[config.mk]
export PLATFORM = sky130hd
export DESIGN_NAME = dram_host
export DESIGN_NICKNAME = d
export VERILOG_FILES = /design/src/rtl/dram_host.v
export VERILOG_INCLUDE_DIRS = /design/src /design/src/rtl
export SDC_FILE = /design/constraint.sdc
export NUM_CORES = 1
export LEC_CHECK = 0
export BUFFER_PORTS_ARGS = -buffer_cell sky130_fd_sc_hd__clkbuf_2
export CAP_MARGIN = 10
export CORE_MARGIN = 2
export CORE_UTILIZATION = 39
export DETAILED_ROUTE_END_ITERATION = 8
export PLACE_DENSITY = 0.6
export REMOVE_ABC_BUFFERS = 1
export SYNTH_ARGS = -nofsm -noshare
export SYNTH_HDL_FRONTEND = slang
export SYNTH_SLANG_ARGS = --single-unit
[constraint.sdc]
create_clock -name clk_sys_i -period 3.7 [get_ports clk_sys_i]
set_input_delay 0.37 -clock clk_sys_i [delete_from_list [all_inputs] [get_ports clk_sys_i]]
set_output_delay 0.37 -clock clk_sys_i [all_outputs]
set_load 0.005 [all_outputs]
[src/rtl/dram_host_consts.vh]
// constants for the dram address controller host sequencer
`ifndef DRAM_HOST_CONSTS_VH
`define DRAM_HOST_CONSTS_VH

`define CLK_PERIOD_NS 20
`define GUARD_NS 20
`define ALS_PULSE_NS 30
`define ROW_LOW_MODE5_NS 200
`define ROW_LOW_MODE6_NS 180
`define CAS_EXT_NS 60
`define REFRESH_LOW_NS 100
`define REFRESH_PERIOD_NS 16000

`define REG_MODE 4'h0
`define REG_CMD 4'h4
`define REG_STATUS 4'h8
`define REG_EOC 4'hc

`define MODE_EXT_REFRESH 3'h0
`define MODE_AUTO_REFRESH 3'h2
`define MODE_HIDDEN 3'h5
`define MODE_FAST 3'h6
`define MODE_SET_EOC 3'h7
`define MODE_RESET 3'h5

`define CMD_BANK_LSB 0
`define CMD_EXTEND_BIT 2
`define CMD_REFRESH_BIT 3
`define CMD_SET_EOC_BIT 4

`define EOC_RESET 10'h07f
`define EOC_255 10'h0ff
`define EOC_511 10'h1ff

`endif

[src/rtl/dram_host.v]
// host sequencer driving the dram address and strobe controller pins
// Behaviour
// the device latches the two bank bits on the address latch strobe and enables row strobe 0 to 3 for 00 to 11.
// in hidden refresh mode a row request too soon after select may be taken by the device as a hidden refresh.
// in hidden refresh mode the host keeps the row request high for the guard interval after select falls.
// when ending an access in hidden refresh mode the host keeps select low for the guard after the row request rises.
// in fast mode the device sequences row strobe, address switch and column strobe with a 20 ns row hold.
// in fast mode the device ignores the row/column select pin and takes the column request purely as such.
// in fast mode the device holds its column strobe low while the column request is low, ending it when it rises.
// in fast mode the host holds the column request high when no extended column strobe is wanted.
// fast mode has no internal refresh request, so refresh needs mode 0 or mode 2; the host switches the mode pins to mode 0.
// in end-of-count mode the latched bank bits set the end-of-count to 127 when equal, 255 for 01, 511 for 10.
// the selected end-of-count stays until a later end-of-count load.
// at power-up the end-of-count is 127, as if both bank bits were ones.
// in hidden refresh mode a rising refresh period clock sets the device's refresh request flag.
// during a hidden refresh the device puts the refresh counter out and all row strobes follow the row request.
// in a normal access only the decoded bank's row strobe is low, and only while the row request is low.
//
// The plain strobed port and the register offsets are this design's own decisions.
`timescale 1ns/1ns
`include "dram_host_consts.vh"

module dram_host #(
  parameter REFRESH_PERIOD_NS = `REFRESH_PERIOD_NS // refresh period clock cycle time
) (
  input wire clk_sys_i, // 50 MHz system clock
  input wire rstn_i, // async reset, active low
  input wire [3:0] addr_i, // register byte address
  input wire [31:0] wdata_i, // register write data
  input wire wr_i, // write strobe
  input wire rd_i, // read strobe
  output reg [31:0] rdata_o, // read data, cycle after rd_i
  input wire refresh_req_n_i, // device forced refresh request pin, low active
  output reg [2:0] mode_o, // device mode select pins
  output reg chip_select_n_o, // device select, low active
  output reg address_latch_strobe_o, // address latch strobe, latches on fall
  output reg bank_select_high_o, // bank select high bit
  output reg bank_select_low_o, // bank select low bit
  output reg row_strobe_request_in_n_o, // row strobe request, low active
  output reg column_strobe_request_in_n_o, // column strobe request, low active
  output reg refresh_period_clock_o // row/column select pin, refresh clock in hidden mode
);

  localparam GUARD_CYC = (`GUARD_NS + `CLK_PERIOD_NS - 1) / `CLK_PERIOD_NS;
  localparam ALS_CYC = (`ALS_PULSE_NS + `CLK_PERIOD_NS - 1) / `CLK_PERIOD_NS;
  localparam ROW5_CYC = (`ROW_LOW_MODE5_NS + `CLK_PERIOD_NS - 1) / `CLK_PERIOD_NS;
  localparam ROW6_CYC = (`ROW_LOW_MODE6_NS + `CLK_PERIOD_NS - 1) / `CLK_PERIOD_NS;
  localparam CASX_CYC = (`CAS_EXT_NS + `CLK_PERIOD_NS - 1) / `CLK_PERIOD_NS;
  localparam RFL_CYC = (`REFRESH_LOW_NS + `CLK_PERIOD_NS - 1) / `CLK_PERIOD_NS;
  localparam RFP_HALF = REFRESH_PERIOD_NS / `CLK_PERIOD_NS / 2;

  localparam S_IDLE = 7'b000_0001;
  localparam S_LATCH = 7'b000_0010;
  localparam S_GUARD = 7'b000_0100;
  localparam S_ROW = 7'b000_1000;
  localparam S_CASX = 7'b001_0000;
  localparam S_HOLD = 7'b010_0000;
  localparam S_RFSH = 7'b100_0000;

  reg rst_s1_reg;
  reg rstn_reg;
  reg rf_s1_reg;
  reg rf_s2_reg;
  reg rf_s3_reg;
  reg rf_req_reg;
  reg [6:0] state_reg;
  reg [6:0] state_next;
  reg [15:0] cnt_reg;
  reg [15:0] cnt_next;
  reg [15:0] rfp_cnt_reg;
  reg [2:0] mode_reg;
  reg [1:0] bank_reg;
  reg extend_reg;
  reg eoc_op_reg;
  reg [9:0] eoc_reg;
  reg [15:0] access_cnt_reg;
  reg [15:0] refresh_cnt_reg;
  reg cmd_go;
  reg cmd_rfsh;
  wire busy;
  wire [15:0] row_cyc;

  always @(posedge clk_sys_i or negedge rstn_i)
  begin
    if (!rstn_i)
    begin
      rst_s1_reg <= 1'b0;
      rstn_reg <= 1'b0;
    end
    else
    begin
      rst_s1_reg <= 1'b1;
      rstn_reg <= rst_s1_reg;
    end
  end

  // three stage input, a change counts when stages two and three agree
  always @(posedge clk_sys_i or negedge rstn_reg)
  begin
    if (!rstn_reg)
    begin
      rf_s1_reg <= 1'b1;
      rf_s2_reg <= 1'b1;
      rf_s3_reg <= 1'b1;
      rf_req_reg <= 1'b0;
    end
    else
    begin
      rf_s1_reg <= refresh_req_n_i;
      rf_s2_reg <= rf_s1_reg;
      rf_s3_reg <= rf_s2_reg;
      if (rf_s2_reg == rf_s3_reg)
        rf_req_reg <= ~rf_s3_reg;
    end
  end

  assign busy = (state_reg != S_IDLE);
  assign row_cyc = (mode_reg == `MODE_FAST) ? ROW6_CYC[15:0] : ROW5_CYC[15:0];

  // register port, commands are taken only while idle
  always @*
  begin
    cmd_go = wr_i && (addr_i == `REG_CMD) && !busy && !wdata_i[`CMD_REFRESH_BIT];
    cmd_rfsh = wr_i && (addr_i == `REG_CMD) && !busy && wdata_i[`CMD_REFRESH_BIT];
  end

  always @(posedge clk_sys_i or negedge rstn_reg)
  begin
    if (!rstn_reg)
    begin
      mode_reg <= `MODE_RESET;
      bank_reg <= 2'h0;
      extend_reg <= 1'b0;
      eoc_op_reg <= 1'b0;
      rdata_o <= 32'h0000_0000;
    end
    else
    begin
      if (wr_i && (addr_i == `REG_MODE) && !busy)
        mode_reg <= wdata_i[2:0];
      if (cmd_go)
      begin
        bank_reg <= wdata_i[`CMD_BANK_LSB+1:`CMD_BANK_LSB];
        extend_reg <= wdata_i[`CMD_EXTEND_BIT] && (mode_reg == `MODE_FAST);
        eoc_op_reg <= wdata_i[`CMD_SET_EOC_BIT];
      end
      rdata_o <= 32'h0000_0000;
      if (rd_i)
      begin
        case (addr_i)
          `REG_MODE: rdata_o <= {29'h0000_0000, mode_reg};
          `REG_CMD: rdata_o <= {27'h0000_000, eoc_op_reg, 1'b0, extend_reg, bank_reg};
          `REG_STATUS: rdata_o <= {refresh_cnt_reg, access_cnt_reg[12:0], refresh_period_clock_o, rf_req_reg, busy};
          `REG_EOC: rdata_o <= {22'h00_0000, eoc_reg};
          default: rdata_o <= 32'h0000_0000;
        endcase
      end
    end
  end

  // sequencer
  always @*
  begin
    state_next = state_reg;
    cnt_next = cnt_reg;
    case (state_reg)
      S_IDLE:
      begin
        if (cmd_rfsh)
        begin
          state_next = S_RFSH;
          cnt_next = RFL_CYC[15:0];
        end
        else if (cmd_go)
        begin
          state_next = S_LATCH;
          cnt_next = ALS_CYC[15:0];
        end
      end
      S_LATCH:
      begin
        if (cnt_reg == 16'h0001)
        begin
          state_next = eoc_op_reg ? S_IDLE : S_GUARD;
          cnt_next = GUARD_CYC[15:0];
        end
        else
          cnt_next = cnt_reg - 16'h0001;
      end
      S_GUARD:
      begin
        if (cnt_reg == 16'h0001)
        begin
          state_next = S_ROW;
          cnt_next = row_cyc;
        end
        else
          cnt_next = cnt_reg - 16'h0001;
      end
      S_ROW:
      begin
        if (cnt_reg == 16'h0001)
        begin
          state_next = extend_reg ? S_CASX : S_HOLD;
          cnt_next = extend_reg ? CASX_CYC[15:0] : GUARD_CYC[15:0];
        end
        else
          cnt_next = cnt_reg - 16'h0001;
      end
      S_CASX:
      begin
        if (cnt_reg == 16'h0001)
        begin
          state_next = S_HOLD;
          cnt_next = GUARD_CYC[15:0];
        end
        else
          cnt_next = cnt_reg - 16'h0001;
      end
      S_HOLD:
      begin
        if (cnt_reg == 16'h0001)
        begin
          state_next = S_IDLE;
          cnt_next = 16'h0000;
        end
        else
          cnt_next = cnt_reg - 16'h0001;
      end
      S_RFSH:
      begin
        if (cnt_reg == 16'h0001)
        begin
          state_next = S_HOLD;
          cnt_next = GUARD_CYC[15:0];
        end
        else
          cnt_next = cnt_reg - 16'h0001;
      end
      default:
      begin
        state_next = S_IDLE;
        cnt_next = 16'h0000;
      end
    endcase
  end

  always @(posedge clk_sys_i or negedge rstn_reg)
  begin
    if (!rstn_reg)
    begin
      state_reg <= S_IDLE;
      cnt_reg <= 16'h0000;
      access_cnt_reg <= 16'h0000;
      refresh_cnt_reg <= 16'h0000;
      eoc_reg <= `EOC_RESET;
    end
    else
    begin
      state_reg <= state_next;
      cnt_reg <= cnt_next;
      if ((state_reg == S_HOLD) && (cnt_reg == 16'h0001))
        access_cnt_reg <= access_cnt_reg + 16'h0001;
      if ((state_reg == S_RFSH) && (cnt_reg == 16'h0001))
        refresh_cnt_reg <= refresh_cnt_reg + 16'h0001;
      // shadow of the device end-of-count, changed only by a load
      if ((state_reg == S_LATCH) && (cnt_reg == 16'h0001) && eoc_op_reg && (mode_reg == `MODE_SET_EOC))
      begin
        if (bank_reg == 2'h1)
          eoc_reg <= `EOC_255;
        else if (bank_reg == 2'h2)
          eoc_reg <= `EOC_511;
        else
          eoc_reg <= `EOC_RESET;
      end
    end
  end

  // refresh period clock on the row/column select pin, free running in hidden refresh mode only, held low otherwise
  always @(posedge clk_sys_i or negedge rstn_reg)
  begin
    if (!rstn_reg)
    begin
      rfp_cnt_reg <= 16'h0000;
      refresh_period_clock_o <= 1'b0;
    end
    else if (mode_reg == `MODE_HIDDEN)
    begin
      if (rfp_cnt_reg >= RFP_HALF[15:0] - 16'h0001)
      begin
        rfp_cnt_reg <= 16'h0000;
        refresh_period_clock_o <= ~refresh_period_clock_o;
      end
      else
        rfp_cnt_reg <= rfp_cnt_reg + 16'h0001;
    end
    else
    begin
      rfp_cnt_reg <= 16'h0000;
      refresh_period_clock_o <= 1'b0;
    end
  end

  // pin drive
  always @(posedge clk_sys_i or negedge rstn_reg)
  begin
    if (!rstn_reg)
    begin
      mode_o <= `MODE_RESET;
      chip_select_n_o <= 1'b1;
      address_latch_strobe_o <= 1'b0;
      bank_select_high_o <= 1'b1;
      bank_select_low_o <= 1'b1;
      row_strobe_request_in_n_o <= 1'b1;
      column_strobe_request_in_n_o <= 1'b1;
    end
    else
    begin
      mode_o <= (state_next == S_RFSH) ? `MODE_EXT_REFRESH : mode_reg;
      chip_select_n_o <= !((state_next == S_LATCH) || (state_next == S_GUARD) || (state_next == S_ROW)
                           || (state_next == S_CASX) || (state_next == S_HOLD));
      address_latch_strobe_o <= (state_next == S_LATCH);
      if (state_reg == S_IDLE && cmd_go)
      begin
        bank_select_high_o <= wdata_i[`CMD_BANK_LSB+1];
        bank_select_low_o <= wdata_i[`CMD_BANK_LSB];
      end
      row_strobe_request_in_n_o <= !((state_next == S_ROW) || (state_next == S_RFSH));
      column_strobe_request_in_n_o <= !(extend_reg && ((state_next == S_ROW) || (state_next == S_CASX)));
    end
  end

endmodule // dram_host

## Word-level counts from Yosys, hierarchy flattened

Index checks and enable logic that the tools add are counted.

| storage, ports and cells | value |
|---|---|
| output and inout bits | 42 |
| flip-flop bits (word level) | 136 |
| bits of input ports | 41 |
| logic and storage cells | 114 |

| operators by class | value |
|---|---|
| order comparisons | 1 |
| mux-type cells | 28 |
| equality and inequality tests | 26 |
| add/subtract/negate cells | 4 |
| reductions and logical operators | 28 |
| bitwise logic cells | 2 |

Operator list:

| operator | number |
|---|---|
| two-way mux 16 bit | 8 |
| one-hot mux 32 bit (4 select lines) | 1 |
| one-hot mux 16 bit (5 select lines) | 1 |
| two-way mux 7 bit | 7 |
| adder 16 x 1 -> 16 bit, second input constant | 3 |
| one-hot mux 7 bit (6 select lines) | 1 |
| two-way mux 32 bit | 1 |
| two-way mux 9 bit | 2 |
| equality test 16 x 1 -> 1 bit, second input constant | 1 |
| greater-or-equal comparator 16 x 9 -> 1 bit, second input constant | 1 |
| subtractor 16 x 1 -> 16 bit, second input constant | 1 |
| equality test 7 x 2 -> 1 bit, second input constant | 2 |
| equality test 7 x 3 -> 1 bit, second input constant | 2 |
| equality test 7 x 4 -> 1 bit, second input constant | 2 |
| equality test 7 x 5 -> 1 bit, second input constant | 2 |
| equality test 7 x 6 -> 1 bit, second input constant | 2 |
| equality test 7 bit, second input constant | 2 |
| logical AND 1 bit | 14 |
| equality test 3 bit, second input constant | 3 |
| equality test 4 bit, second input constant | 2 |
| equality test 7 x 1 -> 1 bit, second input constant | 1 |
| != test 7 x 1 -> 1 bit, second input constant | 1 |
| logical OR 1 bit | 6 |
| two-way mux 3 bit | 2 |
| other kinds (14) | 21 |

## Longest topological paths before layout

Gate-level depths: netlist (run 1).

| depth | value |
|---|---|
| word-level depth | 13 |
| depth in mapped cells | 8 |

## Worst setup path before layout (run 1)

Ideal clock, no wire load.

| timing path | value |
|---|---|
| path kind | register to register |
| start | register cnt_reg[1] |
| end | register access_cnt_reg[10] |
| clock period less this slack | 1932 ps |
| path slack | 1768 ps |
| library setup time | 123 ps |
| arrival | 1809 ps |
| cell stages (with the launch flop) | 8 |
| path through | dfrtp_1 inv_1 ha_1 nor4b_2 nand4_2 nor4_2 nand3_1 xnor2_1 |

| on the way | value |
|---|---|
| cells in the longest elaborated chain, start to end | 2 |

Ends and longest elaborated chain:

| what | RTL line | text |
|---|---|---|
| start: declaration | dram_host.v:68 | `reg [15:0] cnt_reg;` |
| start signal: assignment | dram_host.v:261 | `cnt_reg <= cnt_next;` |
| equality test 16 x 1 -> 1 bit | dram_host.v:262 | `if ((state_reg == S_HOLD) && (cnt_reg == 16'h0001))` |
| logical AND 1 bit | dram_host.v:262 |  |
| end signal: assignment | dram_host.v:263 | `access_cnt_reg <= access_cnt_reg + 16'h0001;` |
| end: declaration | dram_host.v:76 | `reg [15:0] access_cnt_reg;` |

No other way between the ends.
A chain may end at the register's enable or synchronous reset.

## Final worst setup path (run 1)

| timing path | value |
|---|---|
| start | register cnt_reg[12] |
| end | register access_cnt_reg[12] |

Same word-level chain as after synthesis.

==> results of run 1 <==
## Yosys cell counts (all sizes together), types with 12 or more instances
cell   count  area (sq um)
and2      25         156.4
buf       12         96.34
dfrtp    112          2803
dfstp     13         341.6
inv       13         48.80
nand2     55         214.0
nand3     32         170.2
nor2      49         183.9
nor3      20         115.1
o21ai     15         75.07
xnor2     20         182.7
xor2      15         131.4
## worst max-delay path: stages (launching register included)
cell	delay, ns
dfrtp_1	0.43
nor3_1	0.53
nand4_2	0.58
nor4_2	0.58
nand3_1	0.15
xnor2_1	0.15
## path summary, 6_finish.rpt
path                                  from                  to  cells after the start
setup / recovery               cnt_reg[12]  access_cnt_reg[12]                      5
hold reg to reg                 rst_s1_reg            rstn_reg                      0
setup reg to reg               cnt_reg[12]  access_cnt_reg[12]                      5
max in group asynchronous         rstn_reg  bank_select_high_o                      1
hold / removal             refresh_req_n_i           rf_s1_reg                      1
min in group asynchronous           rstn_i            rstn_reg                      2
## final cells by class
type	instances	area, sq um
clock buffer	22	464.2
timing repair buffer	60	315.3
tap	180	225.2
multi-input combinational	363	2351
fill	1315	7297
inverter	13	48.80
clock inverter	10	138.9
sequential	125	3148
## per-stage QoR
| stage | util [%] | instance area [sq um] | worst slack, ns |
|---|---|---|---|
| after floorplan | - | 5544 | -0.01764 |
| after global placement | 43.45 | 6078 | 1.232 |
| after detailed placement | 43.45 | 6078 | 1.185 |
| after CTS | 47.84 | 6691 | 1.161 |
| after global routing | 47.84 | 6691 | 0.8593 |
| final | 47.84 | 6691 | 1.152 |
## power breakdown
group	switching [W]	leakage, nW	internal [W]	total [W]
combinational	0.000394	1.29	0.000260	0.000654
sequential	0.000119	1.64	0.00148	0.00160
clock	0.000579	0.282	0.00109	0.00167
## routing by layer
metal	track usage [%]	up-vias	part of all wire, %
met5	0	-	0
met2	24.24	110	46
met4	7.006	0	2.0
met1	22.10	1996	48
li1	-	1930	-
met3	3.694	22	4.5
## cell families (layout without fill, tap and decap cells)
group,after synthesis,in the layout,share of synthesized area [%]
other cells,2,8,0.1330
fa+ha+maj,6,6,1.329
simple gates,236,236,23.17
xor+xnor,35,35,5.561
mux,14,14,2.680
buf+inv,33,105,3.101
compound gates,64,64,8.352
flops,125,125,55.67
==> run_results.csv, run 1 <==
group,metric,value,unit
die,die_area,15460,sq um
clocking,numCtsBuffers,17,
sta,worst_slew_pin_slew,0.9052,ns
die,dieWidth,124.3,um
layout,syn2layout_area_growth,18.48,%
place,dp_cells,740,
logic_synthesis,ys_warn_count,0,
clocking,post_cts_buffers,0,
logic_synthesis,syn-cell-area,5648,sq um
layout,drive_above_1_share,22.77,%
clocking,htreeDepth,4,
sta,rsz0062_at_grt,"no",
clocking,clockBufferDepth,2,
layout,final_cell_count_no_fill,773,
clocking,cts_tree,"built",
sta,clock_skew,0.01209,ns
logic_synthesis,ys_seq_elements,125,
sta,final.period_utilization,68.87,%
die,rows,43,
power_and_ir_drop,finalPower,0.003925,W
run_status,outcome,"completed",
setup_path,reg2reg_slack,1.15,ns
global_route,grt_usage,16.03,%
die,coreArea,13990,sq um
clocking,clk_pin_slew_worst_paths,0.06,ns
layout,final_common_cell,"dfrtp_1",
die,die_h,124.3,um
sta,fin_crit,2.548,ns
logic_synthesis,synthArstFlopShare,100.0,%
global_route,grt_max_degree,62,
sta,fmax,0.3925,GHz
layout,final_cell_mix,"dfrtp_1, clkbuf_2, nand2_1",
logic_synthesis,syn_area_per_cell,10.97,sq um
clocking,postCtsResizedCells,0,
global_route,antenna_found_initial,0,
drt,dr.pass1.iters,4,
sta,slew_headroom,39.43,%
power_and_ir_drop,leakagePower,3.210,nW
clocking,clockRootBuffer,"clkbuf_16",
drt,drc,0,
setup_path,crit_path_max_fanout,19,
place,gp_congestion,0.8524,
layout,nNetsFinal,627,
drt,first_iter_violations,214,
sta,slew_violations,0,
global_route,grt_pass1_wl,20.15,mm
drt,vias,4058,
layout,largest_reg_flops,32,
sta,setup_viol,0,
place,portBuffers,55,
drt,avgRoutedWirePerCell,15.05,um
layout,regMostFlops,"rdata_o",
power_and_ir_drop,ir_drop,0.2639,mV
setup_path,worstSetupPathType,"reg -> reg",
logic_synthesis,ys_types,69,
power_and_ir_drop,powerDensity,586.6,nW/um^2
logic_synthesis,synth_ff_type,"dfrtp_1",
sta,timing.hold.ws,0.03906,ns
die,io_pins,83,
drt,vias_per_cell,5.250,
logic_synthesis,synthCells,515,
sta,hold_viol_final,0,
drt,antenna_left,0,
logic_synthesis,synth_edf_count,0,
global_route,grt_pass1_vias,4121,
logic_synthesis,seq_area_frac_synth,55.67,%
place,dp_hpwl,8.134,mm
setup_path,cp.arrival,2.84,ns
clocking,clk_latency,0.41,ns
setup_path,worstPathRequired,3.99,ns
run,cap_violations,0,
die,start_util,40.38,%
clocking,cts_hold_repair.buffers,1,
global_route,grt.overflow.total,0,
hold_path,worstHoldPathType,"in -> reg",
drt,wirelength,11.64,mm
setup_path,worst_setup_path_end_kind,"flop",
setup_path,cp-start-kind,"flop",
sta,fin_tns_setup,0,ns
layout,diodes,0,
clocking,cts_sinks,125,
Power figures use the tool's default switching activity.
==> run 2, diff against run 1 <==
--- a/config.mk
+++ b/config.mk
@@ -11,7 +11,7 @@
 export CORE_MARGIN = 2
 export CORE_UTILIZATION = 39
 export DETAILED_ROUTE_END_ITERATION = 8
-export PLACE_DENSITY = 0.6
+export PLACE_DENSITY = 0.58
 export REMOVE_ABC_BUFFERS = 1
 export SYNTH_ARGS = -nofsm -noshare
 export SYNTH_HDL_FRONTEND = slang
==> constraint.sdc (replaced) <==
create_clock -name clk_sys_i -period 2.6 [get_ports clk_sys_i]
set_input_delay 0.26 -clock clk_sys_i [delete_from_list [all_inputs] [get_ports clk_sys_i]]
set_output_delay 0.26 -clock clk_sys_i [all_outputs]
set_load 0.005 [all_outputs]
==> run 2 against run 1 <==
- global-route usage increased by 0.53 points
- routed wire length increased by 4.0%
- design area increased by 2.0%
- clock-buffer cell count decreased by 3
- sequential power increased by 42%
- largest cell class unchanged
- worst setup slack got worse by 0.86 ns
- via count increased by 1.2%
==> run_results.csv, run 2 (same netlist as run 1, synthesis figures left out) <==
group,metric,value,unit
global_route,grt_pass1_wl,20.49,mm
die,io_pins,83,
setup_path,worstSetupPathType,"reg -> reg",
setup_path,cpPeakStageDelay,0.49,ns
layout,syn2layout_area_growth,20.80,%
sta,slew_violations,0,
drt,drc,0,
drt,wirelength,12.11,mm
power_and_ir_drop,powerDensity,818.0,nW/um^2
place,dp_hpwl,8.597,mm
drt,dr.pass1.iters,4,
power_and_ir_drop,combPwrFrac,17.7,%
setup_path,crit_path_top_delay_cell,"nor4_2",
layout,largest_reg_flops,32,
power_and_ir_drop,p_switching,0.001604,W
global_route,grt_max_degree,53,
sta,fmax,0.4339,GHz
layout,final_cell_mix,"dfrtp_1, clkbuf_2, nand2_1",
clocking,numCtsBuffers,17,
layout,final_cell_count_no_fill,790,
clocking,clockRootBuffer,"clkbuf_16",
sta,slew_headroom,53.88,%
clocking,postCtsResizedCells,0,
layout,drive_above_1_share,25.25,%
run_status,outcome,"completed",
power_and_ir_drop,p_int,0.003977,W
setup_path,worst_setup_path_end_kind,"flop",
sta,timing.hold.ws,0.03068,ns
drt,first_iter_violations,268,
sta,hold_viol_final,0,
power_and_ir_drop,leakagePower,3.293,nW
clocking,cts_tree,"built",
drt,vias,4108,
run,cap_violations,0,
global_route,grt.overflow.total,0,
setup_path,crit_chain,"inv_1 > ha_1 > nor4b_2 > nand4_2 > nor4_2 > nand3_1 > xnor2_1",
sta,setup_viol,0,
clocking,clk_pin_slew_worst_paths,0.06,ns
hold_path,worstHoldPathType,"in -> reg",
sta,worst_slew_pin_slew,0.6917,ns
setup_path,crit_path_max_fanout,8,
drt,vias_per_cell,5.200,
global_route,grt_usage,16.56,%
power_and_ir_drop,clkPwrFrac,41.7,%
layout,fillCellCount,1332,
die,dieWidth,124.3,um
clocking,cts_sinks,125,
die,rows,43,
layout,diodes,0,
setup_path,cp-start-kind,"flop",
drt,antenna_left,0,
drt,avgRoutedWirePerCell,15.33,um
die,start_util,40.38,%
place,dp_cells,756,
die,coreArea,13990,sq um
die,die_h,124.3,um
layout,nNetsFinal,644,
layout,regMostFlops,"rdata_o",
global_route,grt_pass1_vias,4029,
global_route,antenna_found_initial,0,
place,portBuffers,55,
layout,final_common_cell,"dfrtp_1",
power_and_ir_drop,p_seq_share,40.7,%
layout,regArea,3148,sq um
sta,rsz0062_at_grt,"no",
setup_path,worstPathRequired,2.89,ns
clocking,htreeDepth,4,
sta,final.period_utilization,88.64,%
layout,multiInputGateArea,2351,sq um
power_and_ir_drop,ir_drop,0.4341,mV
die,die_area,15460,sq um
setup_path,cp.arrival,2.60,ns
clocking,clockBufferDepth,2,
clocking,clk_latency,0.42,ns
power_and_ir_drop,swShare,28.74,%
place,gp_congestion,0.8559,
sta,fin_crit,2.305,ns
sta,clock_skew,0.01320,ns
## run 2: worst paths after layout
kind	from	end	slack (ns)	cells after the start
max in group asynchronous	rstn_reg	rdata_o[15]	1.44	1
worst min-delay path	wdata_i[4]	eoc_op_reg	0.03	3
min in group asynchronous	rstn_i	rstn_reg	0.16	2
worst max-delay path	cnt_reg[1]	access_cnt_reg[10]	0.30	7
worst max register to register	cnt_reg[1]	access_cnt_reg[10]	0.30	7
worst min register to register	rf_s1_reg	rf_s2_reg	0.35	0
## run 2: per-stage QoR
stage | worst slack, ns | setup TNS, ns | total power, W | cell area [sq um] | util, %
2_1_floorplan | -1.118 | -125.41 | 0.002932 | 5544 | -
3_3_place_gp | 0.4131 | 0 | 0.003267 | 6211 | 44.40
5_1_grt | 0.1281 | 0 | 0.005879 | 6823 | 48.77
4_1_cts | 0.2984 | 0 | 0.005637 | 6823 | 48.77
3_5_place_dp | 0.3251 | 0 | 0.003279 | 6211 | 44.40
6_report | 0.2954 | 0 | 0.005581 | 6823 | 48.77
## run 2: final cells by class
| type | count | area share [%] |
|---|---|---|
| clock buffers | 19 | 6.639 |
| multi-input cells | 363 | 34.46 |
| well taps | 180 | 3.301 |
| inverters | 13 | 0.7152 |
| flip-flops and latches | 125 | 46.14 |
| clock inverters | 13 | 2.036 |
| repair buffers | 77 | 6.712 |
## run 2: routing by layer
metal | GRT usage [%] | vias to the layer above | routed length, um
met2 | 25.20 | 86 | 5612
met5 | 0 | - | 0
met1 | 22.29 | 2040 | 5815
met4 | 6.081 | 0 | 166
li1 | - | 1971 | -
met3 | 5.198 | 11 | 512
## run 2: timing repair
action                                 CTS  global route
buffers inserted                         0             0
endpoints found under the hold margin    3             0
hold buffers                             2             0
## run 2: power by group through the flow
stage / logic, W / registers [W] / clock network (W)
after CTS: 0.000987 / 0.00227 / 0.00238
after floorplan: 0.000656 / 0.00228 / 0
final: 0.000986 / 0.00227 / 0.00233
after global routing: 0.00110 / 0.00230 / 0.00248
after global placement: 0.000969 / 0.00230 / 0
after detailed placement: 0.000976 / 0.00230 / 0
## run 2: critical path: cells and delay by family (launching register included)
kind / cells / cell delay, ns
simple gates: 4 / 1.33
flops: 1 / 0.41
fa+ha+maj: 1 / 0.19
xor+xnor: 1 / 0.15
buf+inv: 1 / 0.09
